==> config.mk <==
export PLATFORM = sky130hd
export DESIGN_NAME = amrc_regs
export DESIGN_NICKNAME = d
export VERILOG_FILES = /design/src/verilog/amrc_pkg.sv /design/src/verilog/amrc_result_fmt.sv /design/src/verilog/amrc_regs.sv
export SDC_FILE = /design/constraint.sdc
export NUM_CORES = 1
export LEC_CHECK = 0
export ABC_AREA = 0
export BUFFER_PORTS_ARGS = -buffer_cell sky130_fd_sc_hd__clkbuf_2
export CORE_UTILIZATION = 50
export CTS_CLUSTER_DIAMETER = 120
export CTS_CLUSTER_SIZE = 14
export DETAILED_ROUTE_END_ITERATION = 10
export PLACE_DENSITY = 0.91
export RECOVER_POWER = 100
export SETUP_SLACK_MARGIN = 0.5
export SYNTH_ARGS = -nofsm -noshare
export SYNTH_HDL_FRONTEND = slang
export SYNTH_SLANG_ARGS = --single-unit
==> constraint.sdc <==
create_clock -name clk_sys -period 1.5 [get_ports clk_sys]
set_clock_uncertainty 0.05 [all_clocks]
set_input_delay 0.15 -clock clk_sys [delete_from_list [all_inputs] [get_ports clk_sys]]
set_output_delay 0.15 -clock clk_sys [all_outputs]
set_load 0.05 [all_outputs]
==> src/verilog/amrc_pkg.sv <==
// Purpose: constants and carriers for the converter register block
// Assumes: byte-wide internal register bus, one clock
// Notes: offsets are the register addresses on the core's bus
package amrc_pkg;
   localparam logic [7:0] ADDR_MUX = 8'hd7;
   localparam logic [7:0] ADDR_IRQ = 8'hd8;
   localparam logic [7:0] ADDR_RESL = 8'hd9;
   localparam logic [7:0] ADDR_RESM = 8'hda;
   localparam logic [7:0] ADDR_RESH = 8'hdb;
   localparam logic [7:0] ADDR_AFC = 8'hdc;
   localparam logic [7:0] RST_MUX = 8'h01;
   localparam logic [7:0] RST_AFC = 8'h30;
   localparam logic [7:0] MUX_TEMP_ALL = 8'hff;
   // fixed bits of the interrupt control byte: bit 6 one, others zero
   localparam logic [7:0] IRQ_FIXED = 8'h40;
   localparam int IRQ_EN_BIT = 5;
   localparam int IRQ_AUX_BIT = 4;
   localparam int IRQ_WDG_BIT = 3;
   localparam int AFC_USED_MSB = 6;
   localparam int GAIN_W = 3;
   localparam int SEL_W = 4;
   localparam int AUX_SOURCES = 9;
   localparam logic [3:0] SEL_AIN5 = 4'h5;
   localparam logic [3:0] SEL_REFN_A = 4'h6;
   localparam logic [3:0] SEL_REFN_B = 4'h7;
   localparam logic [3:0] SEL_COM = 4'h8;
   localparam logic [3:0] SEL_TEMP = 4'hf;

   typedef enum logic [2:0] {
      SRC_AIN, SRC_REFN, SRC_COM, SRC_TEMP, SRC_RSVD
   } amrc_src_e;

   typedef struct packed {
      amrc_src_e kind;
      logic [2:0] ain;
   } amrc_route_s;

   typedef struct packed {
      logic burnout;
      logic intRef;
      logic refHigh;
      logic buffer;
      logic [GAIN_W-1:0] gainCode;
   } amrc_afe_s;

   typedef struct packed {
      logic wr;
      logic rd;
      logic [7:0] addr;
      logic [7:0] wdata;
   } amrc_bus_s;
endpackage

==> src/verilog/amrc_result_fmt.sv <==
// Purpose: arrange a converter word into three result bytes
// Assumes: wide variant uses all 24 bits, narrow variant low 16
// Notes: purely combinational
`timescale 1ns/1ps
module amrc_result_fmt #(
   parameter int WIDE = 1
) (
   input wire logic [23:0] rawWord,
   input wire logic unipolar,
   output logic [23:0] fmtWord
);
   always_comb begin
      if (WIDE != 0) begin
         fmtWord = rawWord;
      end else if (!unipolar && rawWord[15]) begin
         fmtWord = {8'hff, rawWord[15:0]};
      end else begin
         fmtWord = {8'h00, rawWord[15:0]};
      end
   end
endmodule // amrc_result_fmt

==> src/verilog/amrc_regs.sv <==
// Purpose: converter mux, interrupt flag, result and front-end registers
// Assumes: core register bus synchronous to clk_sys, one access a cycle
// Notes: rdData is registered, valid the cycle after rd
//
// Summary of operation
// - upper nibble selects positive input: ain0-5, ref-, common, temp
// - lower nibble selects negative input with the same code set
// - enable bit gates the merged nine-source auxiliary interrupt
// - writing one to the auxiliary flag raises it if enabled
// - writing one to watchdog flag raises watchdog interrupt
// - watchdog interrupt only when watchdog reset action is off
// - reading result low clears conversion-done source; flag separate
// - wide variant: low, mid, high bytes; narrow: mid is top
// - narrow variant high byte is sign copies or zeros
// - polarity zero bipolar, one unipolar, steers extension
`timescale 1ns/1ps
module amrc_regs #(
   parameter int WIDE = 1
) (
   input wire logic clk_sys,
   input wire logic sys_rst,
   input wire logic clkEn,
   input wire amrc_pkg::amrc_bus_s bus,
   output logic [7:0] rdData,
   input wire logic convDone,
   input wire logic [23:0] convWord,
   input wire logic resultPolarity,
   input wire logic auxSourceIrq,
   input wire logic wdgTimeout,
   input wire logic wdgResetEnable,
   output logic convDoneIrq,
   output logic auxIrq,
   output logic wdgIrq,
   output amrc_pkg::amrc_route_s posRoute,
   output amrc_pkg::amrc_route_s negRoute,
   output logic tempSensorSel,
   output amrc_pkg::amrc_afe_s afe,
   output logic [7:0] gainFactor
);
   logic [7:0] mux_r, mux_nxt;
   logic [7:0] afc_r, afc_nxt;
   logic auxEn_r, auxEn_nxt;
   logic auxFlag_r, auxFlag_nxt;
   logic wdgFlag_r, wdgFlag_nxt;
   logic done_r, done_nxt;
   logic [23:0] res_r, res_nxt;
   logic [7:0] rd_r, rd_nxt;
   logic [23:0] fmtWord;
   logic wrMux, wrIrq, wrAfc, rdLow;

   function automatic amrc_pkg::amrc_route_s decodeSel(
      input logic [3:0] code
   );
      amrc_pkg::amrc_route_s r;
      r.ain = code[2:0];
      if (code <= amrc_pkg::SEL_AIN5) begin
         r.kind = amrc_pkg::SRC_AIN;
      end else if (code == amrc_pkg::SEL_REFN_A ||
                   code == amrc_pkg::SEL_REFN_B) begin
         r.kind = amrc_pkg::SRC_REFN;
      end else if (code == amrc_pkg::SEL_COM) begin
         r.kind = amrc_pkg::SRC_COM;
      end else if (code == amrc_pkg::SEL_TEMP) begin
         r.kind = amrc_pkg::SRC_TEMP;
      end else begin
         r.kind = amrc_pkg::SRC_RSVD;
      end
      return r;
   endfunction

   function automatic amrc_pkg::amrc_afe_s amrc_afe_cast(
      input logic [7:0] v
   );
      return amrc_pkg::amrc_afe_s'(v[amrc_pkg::AFC_USED_MSB:0]);
   endfunction

   amrc_result_fmt #(.WIDE(WIDE)) u_fmt (
      .rawWord(convWord),
      .unipolar(resultPolarity),
      .fmtWord(fmtWord)
   );

   assign wrMux = bus.wr && bus.addr == amrc_pkg::ADDR_MUX;
   assign wrIrq = bus.wr && bus.addr == amrc_pkg::ADDR_IRQ;
   assign wrAfc = bus.wr && bus.addr == amrc_pkg::ADDR_AFC;
   assign rdLow = bus.rd && bus.addr == amrc_pkg::ADDR_RESL;

   always_comb begin
      mux_nxt = wrMux ? bus.wdata : mux_r;
      afc_nxt = afc_r;
      if (wrAfc) begin
         afc_nxt = {1'b0, bus.wdata[amrc_pkg::AFC_USED_MSB:0]};
      end
      auxEn_nxt = auxEn_r;
      auxFlag_nxt = auxFlag_r;
      wdgFlag_nxt = wdgFlag_r;
      if (wrIrq) begin
         auxEn_nxt = bus.wdata[amrc_pkg::IRQ_EN_BIT];
         // software may set or clear; written one raises the request
         auxFlag_nxt = bus.wdata[amrc_pkg::IRQ_AUX_BIT];
         wdgFlag_nxt = bus.wdata[amrc_pkg::IRQ_WDG_BIT];
      end
      // hardware set wins over a same-cycle clear
      if (auxSourceIrq) begin
         auxFlag_nxt = 1'b1;
      end
      if (wdgTimeout && !wdgResetEnable) begin
         wdgFlag_nxt = 1'b1;
      end
      done_nxt = done_r;
      if (rdLow) begin
         done_nxt = 1'b0;
      end
      if (convDone) begin
         done_nxt = 1'b1;
      end
      // whole word latched at once, no torn reads
      res_nxt = convDone ? fmtWord : res_r;
      unique case (bus.addr)
         amrc_pkg::ADDR_MUX: rd_nxt = mux_r;
         amrc_pkg::ADDR_IRQ: rd_nxt = amrc_pkg::IRQ_FIXED |
            ({7'h00, auxEn_r} << amrc_pkg::IRQ_EN_BIT) |
            ({7'h00, auxFlag_r} << amrc_pkg::IRQ_AUX_BIT) |
            ({7'h00, wdgFlag_r} << amrc_pkg::IRQ_WDG_BIT);
         amrc_pkg::ADDR_RESL: rd_nxt = res_r[7:0];
         amrc_pkg::ADDR_RESM: rd_nxt = res_r[15:8];
         amrc_pkg::ADDR_RESH: rd_nxt = res_r[23:16];
         amrc_pkg::ADDR_AFC: rd_nxt = afc_r;
         default: rd_nxt = 8'h00;
      endcase
      if (!bus.rd) begin
         rd_nxt = rd_r;
      end
   end

   always_ff @(posedge clk_sys) begin
      if (sys_rst) begin
         mux_r <= amrc_pkg::RST_MUX;
         afc_r <= amrc_pkg::RST_AFC;
         auxEn_r <= 1'b0;
         auxFlag_r <= 1'b0;
         wdgFlag_r <= 1'b0;
         done_r <= 1'b0;
         res_r <= 24'h000000;
         rd_r <= 8'h00;
      end else if (clkEn) begin
         mux_r <= mux_nxt;
         afc_r <= afc_nxt;
         auxEn_r <= auxEn_nxt;
         auxFlag_r <= auxFlag_nxt;
         wdgFlag_r <= wdgFlag_nxt;
         done_r <= done_nxt;
         res_r <= res_nxt;
         rd_r <= rd_nxt;
      end
   end

   assign rdData = rd_r;
   assign convDoneIrq = done_r;
   assign auxIrq = auxEn_r && auxFlag_r;
   // flag left set requests only while wdgResetEnable is low, until software clears it
   assign wdgIrq = wdgFlag_r && !wdgResetEnable;
   assign posRoute = decodeSel(mux_r[7:4]);
   assign negRoute = decodeSel(mux_r[3:0]);
   // sensor valid only when the whole byte is ones
   assign tempSensorSel = mux_r == amrc_pkg::MUX_TEMP_ALL;
   assign afe = amrc_afe_cast(afc_r);
   assign gainFactor = 8'h01 << afc_r[amrc_pkg::GAIN_W-1:0];

   property p_aux_gate;
      @(posedge clk_sys) disable iff (sys_rst)
      clkEn && wrIrq && !bus.wdata[amrc_pkg::IRQ_EN_BIT] |=> !auxIrq;
   endproperty
   a_aux_gate: assert property (p_aux_gate)
      else $error("aux irq without enable");

   property p_aux_set;
      @(posedge clk_sys) disable iff (sys_rst)
      clkEn && wrIrq && bus.wdata[amrc_pkg::IRQ_AUX_BIT] &&
         bus.wdata[amrc_pkg::IRQ_EN_BIT] |=> auxIrq;
   endproperty
   a_aux_set: assert property (p_aux_set)
      else $error("aux write did not raise irq");

   property p_wdg_set;
      @(posedge clk_sys) disable iff (sys_rst)
      clkEn && wrIrq && bus.wdata[amrc_pkg::IRQ_WDG_BIT]
         |=> wdgFlag_r;
   endproperty
   a_wdg_set: assert property (p_wdg_set)
      else $error("watchdog flag write lost");

   property p_wdg_block;
      @(posedge clk_sys) disable iff (sys_rst)
      clkEn && wdgTimeout && wdgResetEnable && !wrIrq |=> $stable(wdgFlag_r);
   endproperty
   a_wdg_block: assert property (p_wdg_block)
      else $error("watchdog irq while reset action on");

   property p_done_clr;
      @(posedge clk_sys) disable iff (sys_rst)
      clkEn && rdLow && !convDone |=> !convDoneIrq;
   endproperty
   a_done_clr: assert property (p_done_clr)
      else $error("low read did not clear done");

   property p_res_load;
      @(posedge clk_sys) disable iff (sys_rst)
      clkEn && convDone |=> res_r == $past(fmtWord);
   endproperty
   a_res_load: assert property (p_res_load)
      else $error("result bytes not loaded together");

   property p_res_hold;
      @(posedge clk_sys) disable iff (sys_rst)
      !convDone |=> $stable(res_r);
   endproperty
   a_res_hold: assert property (p_res_hold)
      else $error("result changed without conversion");

   property p_temp;
      @(posedge clk_sys) disable iff (sys_rst)
      tempSensorSel |-> posRoute.kind == amrc_pkg::SRC_TEMP &&
         negRoute.kind == amrc_pkg::SRC_TEMP;
   endproperty
   a_temp: assert property (p_temp)
      else $error("temperature route mismatch");

   property p_ext;
      @(posedge clk_sys) disable iff (sys_rst)
      WIDE == 0 && !resultPolarity && convWord[15] && convDone && clkEn
         |=> res_r[23:16] == 8'hff;
   endproperty
   a_ext: assert property (p_ext)
      else $error("sign extension missing");

   property p_rsvd;
      @(posedge clk_sys) disable iff (sys_rst)
      mux_r[7:4] > amrc_pkg::SEL_COM && mux_r[7:4] < amrc_pkg::SEL_TEMP
         |-> posRoute.kind == amrc_pkg::SRC_RSVD;
   endproperty
   a_rsvd: assert property (p_rsvd)
      else $error("reserved code routed");

   property p_aux_hw;
      @(posedge clk_sys) disable iff (sys_rst)
      clkEn && auxSourceIrq |=> auxFlag_r;
   endproperty
   a_aux_hw: assert property (p_aux_hw)
      else $error("aux source request lost");

   property p_wdg_hw;
      @(posedge clk_sys) disable iff (sys_rst)
      clkEn && wdgTimeout && !wdgResetEnable |=> wdgFlag_r;
   endproperty
   a_wdg_hw: assert property (p_wdg_hw)
      else $error("watchdog timeout lost");

   property p_pos_ain;
      @(posedge clk_sys) disable iff (sys_rst)
      mux_r[7:4] <= amrc_pkg::SEL_AIN5 |->
         posRoute.kind == amrc_pkg::SRC_AIN && posRoute.ain == mux_r[6:4];
   endproperty
   a_pos_ain: assert property (p_pos_ain)
      else $error("positive analog input misrouted");

   property p_neg_ref;
      @(posedge clk_sys) disable iff (sys_rst)
      mux_r[3:0] == amrc_pkg::SEL_REFN_A ||
         mux_r[3:0] == amrc_pkg::SEL_REFN_B
         |-> negRoute.kind == amrc_pkg::SRC_REFN;
   endproperty
   a_neg_ref: assert property (p_neg_ref)
      else $error("negative reference misrouted");

   property p_zero_ext;
      @(posedge clk_sys) disable iff (sys_rst)
      WIDE == 0 && resultPolarity && convDone && clkEn
         |=> res_r[23:16] == 8'h00;
   endproperty
   a_zero_ext: assert property (p_zero_ext)
      else $error("unipolar high byte not zero");

   property p_gain_load;
      @(posedge clk_sys) disable iff (sys_rst)
      clkEn && wrAfc
         |=> afe.gainCode == $past(bus.wdata[amrc_pkg::GAIN_W-1:0]);
   endproperty
   a_gain_load: assert property (p_gain_load)
      else $error("gain code not loaded");

   c_temp: cover property (@(posedge clk_sys) tempSensorSel);
   c_aux: cover property (@(posedge clk_sys) auxIrq);
   c_done: cover property (@(posedge clk_sys) convDoneIrq ##1 !convDoneIrq);
   c_wdg: cover property (@(posedge clk_sys) wdgIrq);
   c_rsvd: cover property (@(posedge clk_sys) posRoute.kind == amrc_pkg::SRC_RSVD);
endmodule // amrc_regs

==> summary.md <==
| Metric | Value |
|---|---|
| Root Buffer | `clkbuf_8` |
| Total CTS buffers | `5` |
| Yosys cell types | `41` |
| CP arrival | `1730 ps` |
| Slew @ Worst Pin | `approximately 600 ps` |
| Most frequent cells in the layout | `nand2_1 (58), buf_4 (44), clkbuf_2 (43)` |
| Drt initial violations | `544` |
| Seq/Total Area, Yosys | `40.78%` |
| Layout Cells excl Fill | `502` |
| Sinks on Clock Net | `approximately 50` |
| Layout area overhead | `75.36%` |
| CTS tree | `done` |
| CP cell instances | `clkbuf_1, and2_0, clkbuf_1, nand4_4, mux2i_1, nor2_1` |
| CP peak stage delay | `approximately 330 ps` |
| DIE AREA | `approximately 5300 um2` |
| Total number of vias | `~3400` |
| First-pass GRT wire length | `14860 um` |
| Synthesized flop and latch total | `51` |
| Pre-Repair DR Iteration Count | `5` |
| Fin Hold WS | `-8.890 ps` |
| CP max-delay cell | `and2_0` |
| Post-layout util | `about 90%` |
| Initial Util | `between 50% and 60%` |
| Mapped Avg Cell Area | `roughly 8.2 um2` |
| Cell Pwr Density | `~660 nW/um2` |
| Final wirelength | `approximately 13000 um` |
| Min-Delay Path Class | `input pin to register` |
| Die X | `slightly above 70 um` |
| I/O Pins | `89` |
| Max-slew violation count | `0` |
| Worst Path Required | `about 1600 ps` |
| R2r startpoint | `mux_r[2]` |
| Relative max-transition margin | `about three fifths` |
| Drt wl/cell | `25.26 um` |
| Htree depth | `2` |
| Ys flop type | `dfxtp_1` |
| Final GP Congestion | `between 0.9 and 1` |
| Net Count, Synth | `355` |
| WL met2 | `about 5800 um` |
| DR WL met3 | `between 1000 and 1500 um` |
| Worst vdd ir | `0.5420 mV` |
| ANT cells | `0` |
| Pleak | `~0.002 uW` |
| Uppermost layer routed | `met5` |
| Ys async rst share | `0%` |
| Core area | `between 4000 and 5000 um2` |
| Setup TNS | `-114.7 ps` |
| Crit path time final | `between 1500 and 2000 ps` |
| Top cell family by delay on the critical path | `simple AND/OR/NAND/NOR gates` |
| Ys Warns | `0` |
| DP Cell Count | `~450` |
| Final Setup Violations | `4` |
| Critical path's most frequent cell | `clkbuf_1` |
| Reg-to-reg setup timing slack | `110 ps` |
| Die Ht | `approximately 73 um` |
| Share of cells above drive strength 1 | `between 50% and 60%` |
| Worst Setup End Kind | `register` |
| Initial antenna violation count | `1` |
| R2r worst-path depth | `6` |
| Vias in the first global route | `about 3000` |
| Largest net degree at the start of global routing | `26` |
| WP buf/inv | `2` |
| Site Rows | `25` |
| Critical path depth in cells | `6` |
| Metal-1 WL | `about 4000 um` |
| Via density | `6.673` |
| DPL Wire Length | `between 5000 and 6000 um` |
| Final setup margin | `-95.44 ps` |
| Final Cycle Share | `106.4%` |
| Max frequency | `~630 MHz` |
| Max cap viols | `0` |
| Worst-case clock buffer depth | `2` |
| Final ANT Viol Nets | `0` |
| EDFF count, synth | `0` |
| Critical path class | `input pin to register` |
| Startpoint Class | `input pin` |
| Grt ovf | `0` |
| Status | `finished with violations` |
| Clk slew on worst S/H paths | `100 ps` |
| Gate Count Post-Synth | `between 300 and 400` |
| Worst r2r dst | `rdData[2]` |
| Total Nets Final | `a little under 500` |
| Synth Cell Area | `between 2000 and 3000 um2` |
| Crit path max fanout | `7` |
| CP Capture Point | `afc_r[1]` |
| Violated checks | `negative hold slack, negative setup slack` |
| Clk_lat worst skew | `about 320 ps` |
| DRC viols | `0` |
| Unrepaired setup endpoints after global routing | `true` |
| Critical path launch point | `clkEn` |
| Final Hold Fails | `2` |
| Filler cell count | `between 150 and 200` |
| Port bufs | `87` |
| Leading cell type in the layout, fill and taps excluded | `nand2_1` |
| GRT Util Overall | `roughly 38%` |
## report_power, final
group	switching (uW)	internal, uW	leakage [uW]
Sequential	37.1	1380	0.000430
Combinational	266	199	0.00151
Clock	506	500	0.0000557
Total	809	2080	0.00199
## metrics by stage
| stage | cell area [um2] | hold slack (ps) | total power, uW | setup WS (ps) |
|---|---|---|---|---|
| after floorplan | 2800 | 216.8 | 1637 | 186.8 |
| after global placement | 3199 | 325.3 | 1752 | 14.51 |
| after detailed placement | 3199 | 332.4 | 1764 | -41.70 |
| after CTS | 4183 | 3.300 | 2748 | 47.81 |
| after global routing | 4390 | 5.923 | 2932 | -43.34 |
| final | 4390 | -8.890 | 2886 | -95.44 |
## metal layers
| layer | GRT usage, % | up-vias |
|---|---|---|
| met5 | 0 | - |
| met4 | 21.35 | 2 |
| met3 | 7.597 | 150 |
| met2 | 69.37 | 367 |
| met1 | 40.24 | 1519 |
| li1 | - | 1312 |
## what timing repair did
item | in CTS | in global routing
pin swaps | 19 | 15
cloned | 2 | 0
hold buffers | 1 | 0
gates resized for setup | 141 | 66
endpoints found under the hold margin | 1 | 0
endpoints found under the setup margin | 66 | 65
buffers inserted | 32 | 11
## worst min path at each step
| stage | start | end | slack (ps) | depth (start not counted) |
|---|---|---|---|---|
| 5_1_grt | convWord[21] | res_r[21] | 6 | 3 |
| 3_5_place_dp | convWord[3] | res_r[3] | 330 | 3 |
| 3_3_place_gp | convWord[5] | res_r[5] | 330 | 3 |
| 2_1_floorplan | bus[4] | afc_r[4] | 220 | 2 |
| 4_1_cts | convWord[17] | res_r[17] | 3 | 3 |
| 6_report | convWord[17] | res_r[17] | -9 | 3 |
## sequential cells by signal (all words and copies together) (netlist names)
signal       flops
res_r           24
mux_r            8
rdData           8
afc_r            7
auxEn_r          1
auxFlag_r        1
convDoneIrq      1
wdgFlag_r        1
## worst min-delay path, cell delays in order
cell and delay, ps:
clkbuf_2 80, nand2_1 50, a21oi_1 50
## area by class of cell
| cell class | instances | area [um2] | area share, % |
|---|---|---|---|
| inverter | 5 | 21.27 | 0.4845 |
| clock buffer | 6 | 72.57 | 1.653 |
| timing repair buffer | 149 | 1481 | 33.74 |
| sequential | 51 | 1086 | 24.74 |
| multi-input combinational | 222 | 1609 | 36.65 |
| clock inverter | 2 | 36.28 | 0.8264 |
| tap | 67 | 83.83 | 1.909 |
## cell usage after synthesis, types with 2 or more instances
master | instances | area (um2)
nand3_1 | 7 | 35.03
mux2_2 | 3 | 33.78
nor3b_1 | 3 | 22.52
clkbuf_1 | 12 | 45.04
o21ai_0 | 7 | 35.03
and4b_1 | 3 | 30.03
nor2_1 | 20 | 75.07
buf_4 | 10 | 75.07
dfxtp_1 | 51 | 1021
a31oi_1 | 3 | 18.77
a22oi_1 | 6 | 45.04
nand2_1 | 66 | 247.7
buf_2 | 6 | 30.03
o211a_1 | 2 | 20.02
a22o_1 | 5 | 43.79
and3b_1 | 2 | 17.52
nand4_1 | 6 | 37.54
mux2i_1 | 19 | 190.2
nand3b_1 | 3 | 22.52
nor2b_1 | 5 | 31.28
a21oi_1 | 35 | 175.2
inv_1 | 5 | 18.77
and2_1 | 6 | 37.54
nor3_1 | 3 | 15.01
## logic make-up after synthesis
family,Yosys count,share of synthesized area (%)
mux,23,9.845
buf+inv,33,6.747
simple gates,133,26.54
compound gates,65,16.09
flops,51,40.78
No activity file was read; power rests on OpenSTA's default activity.
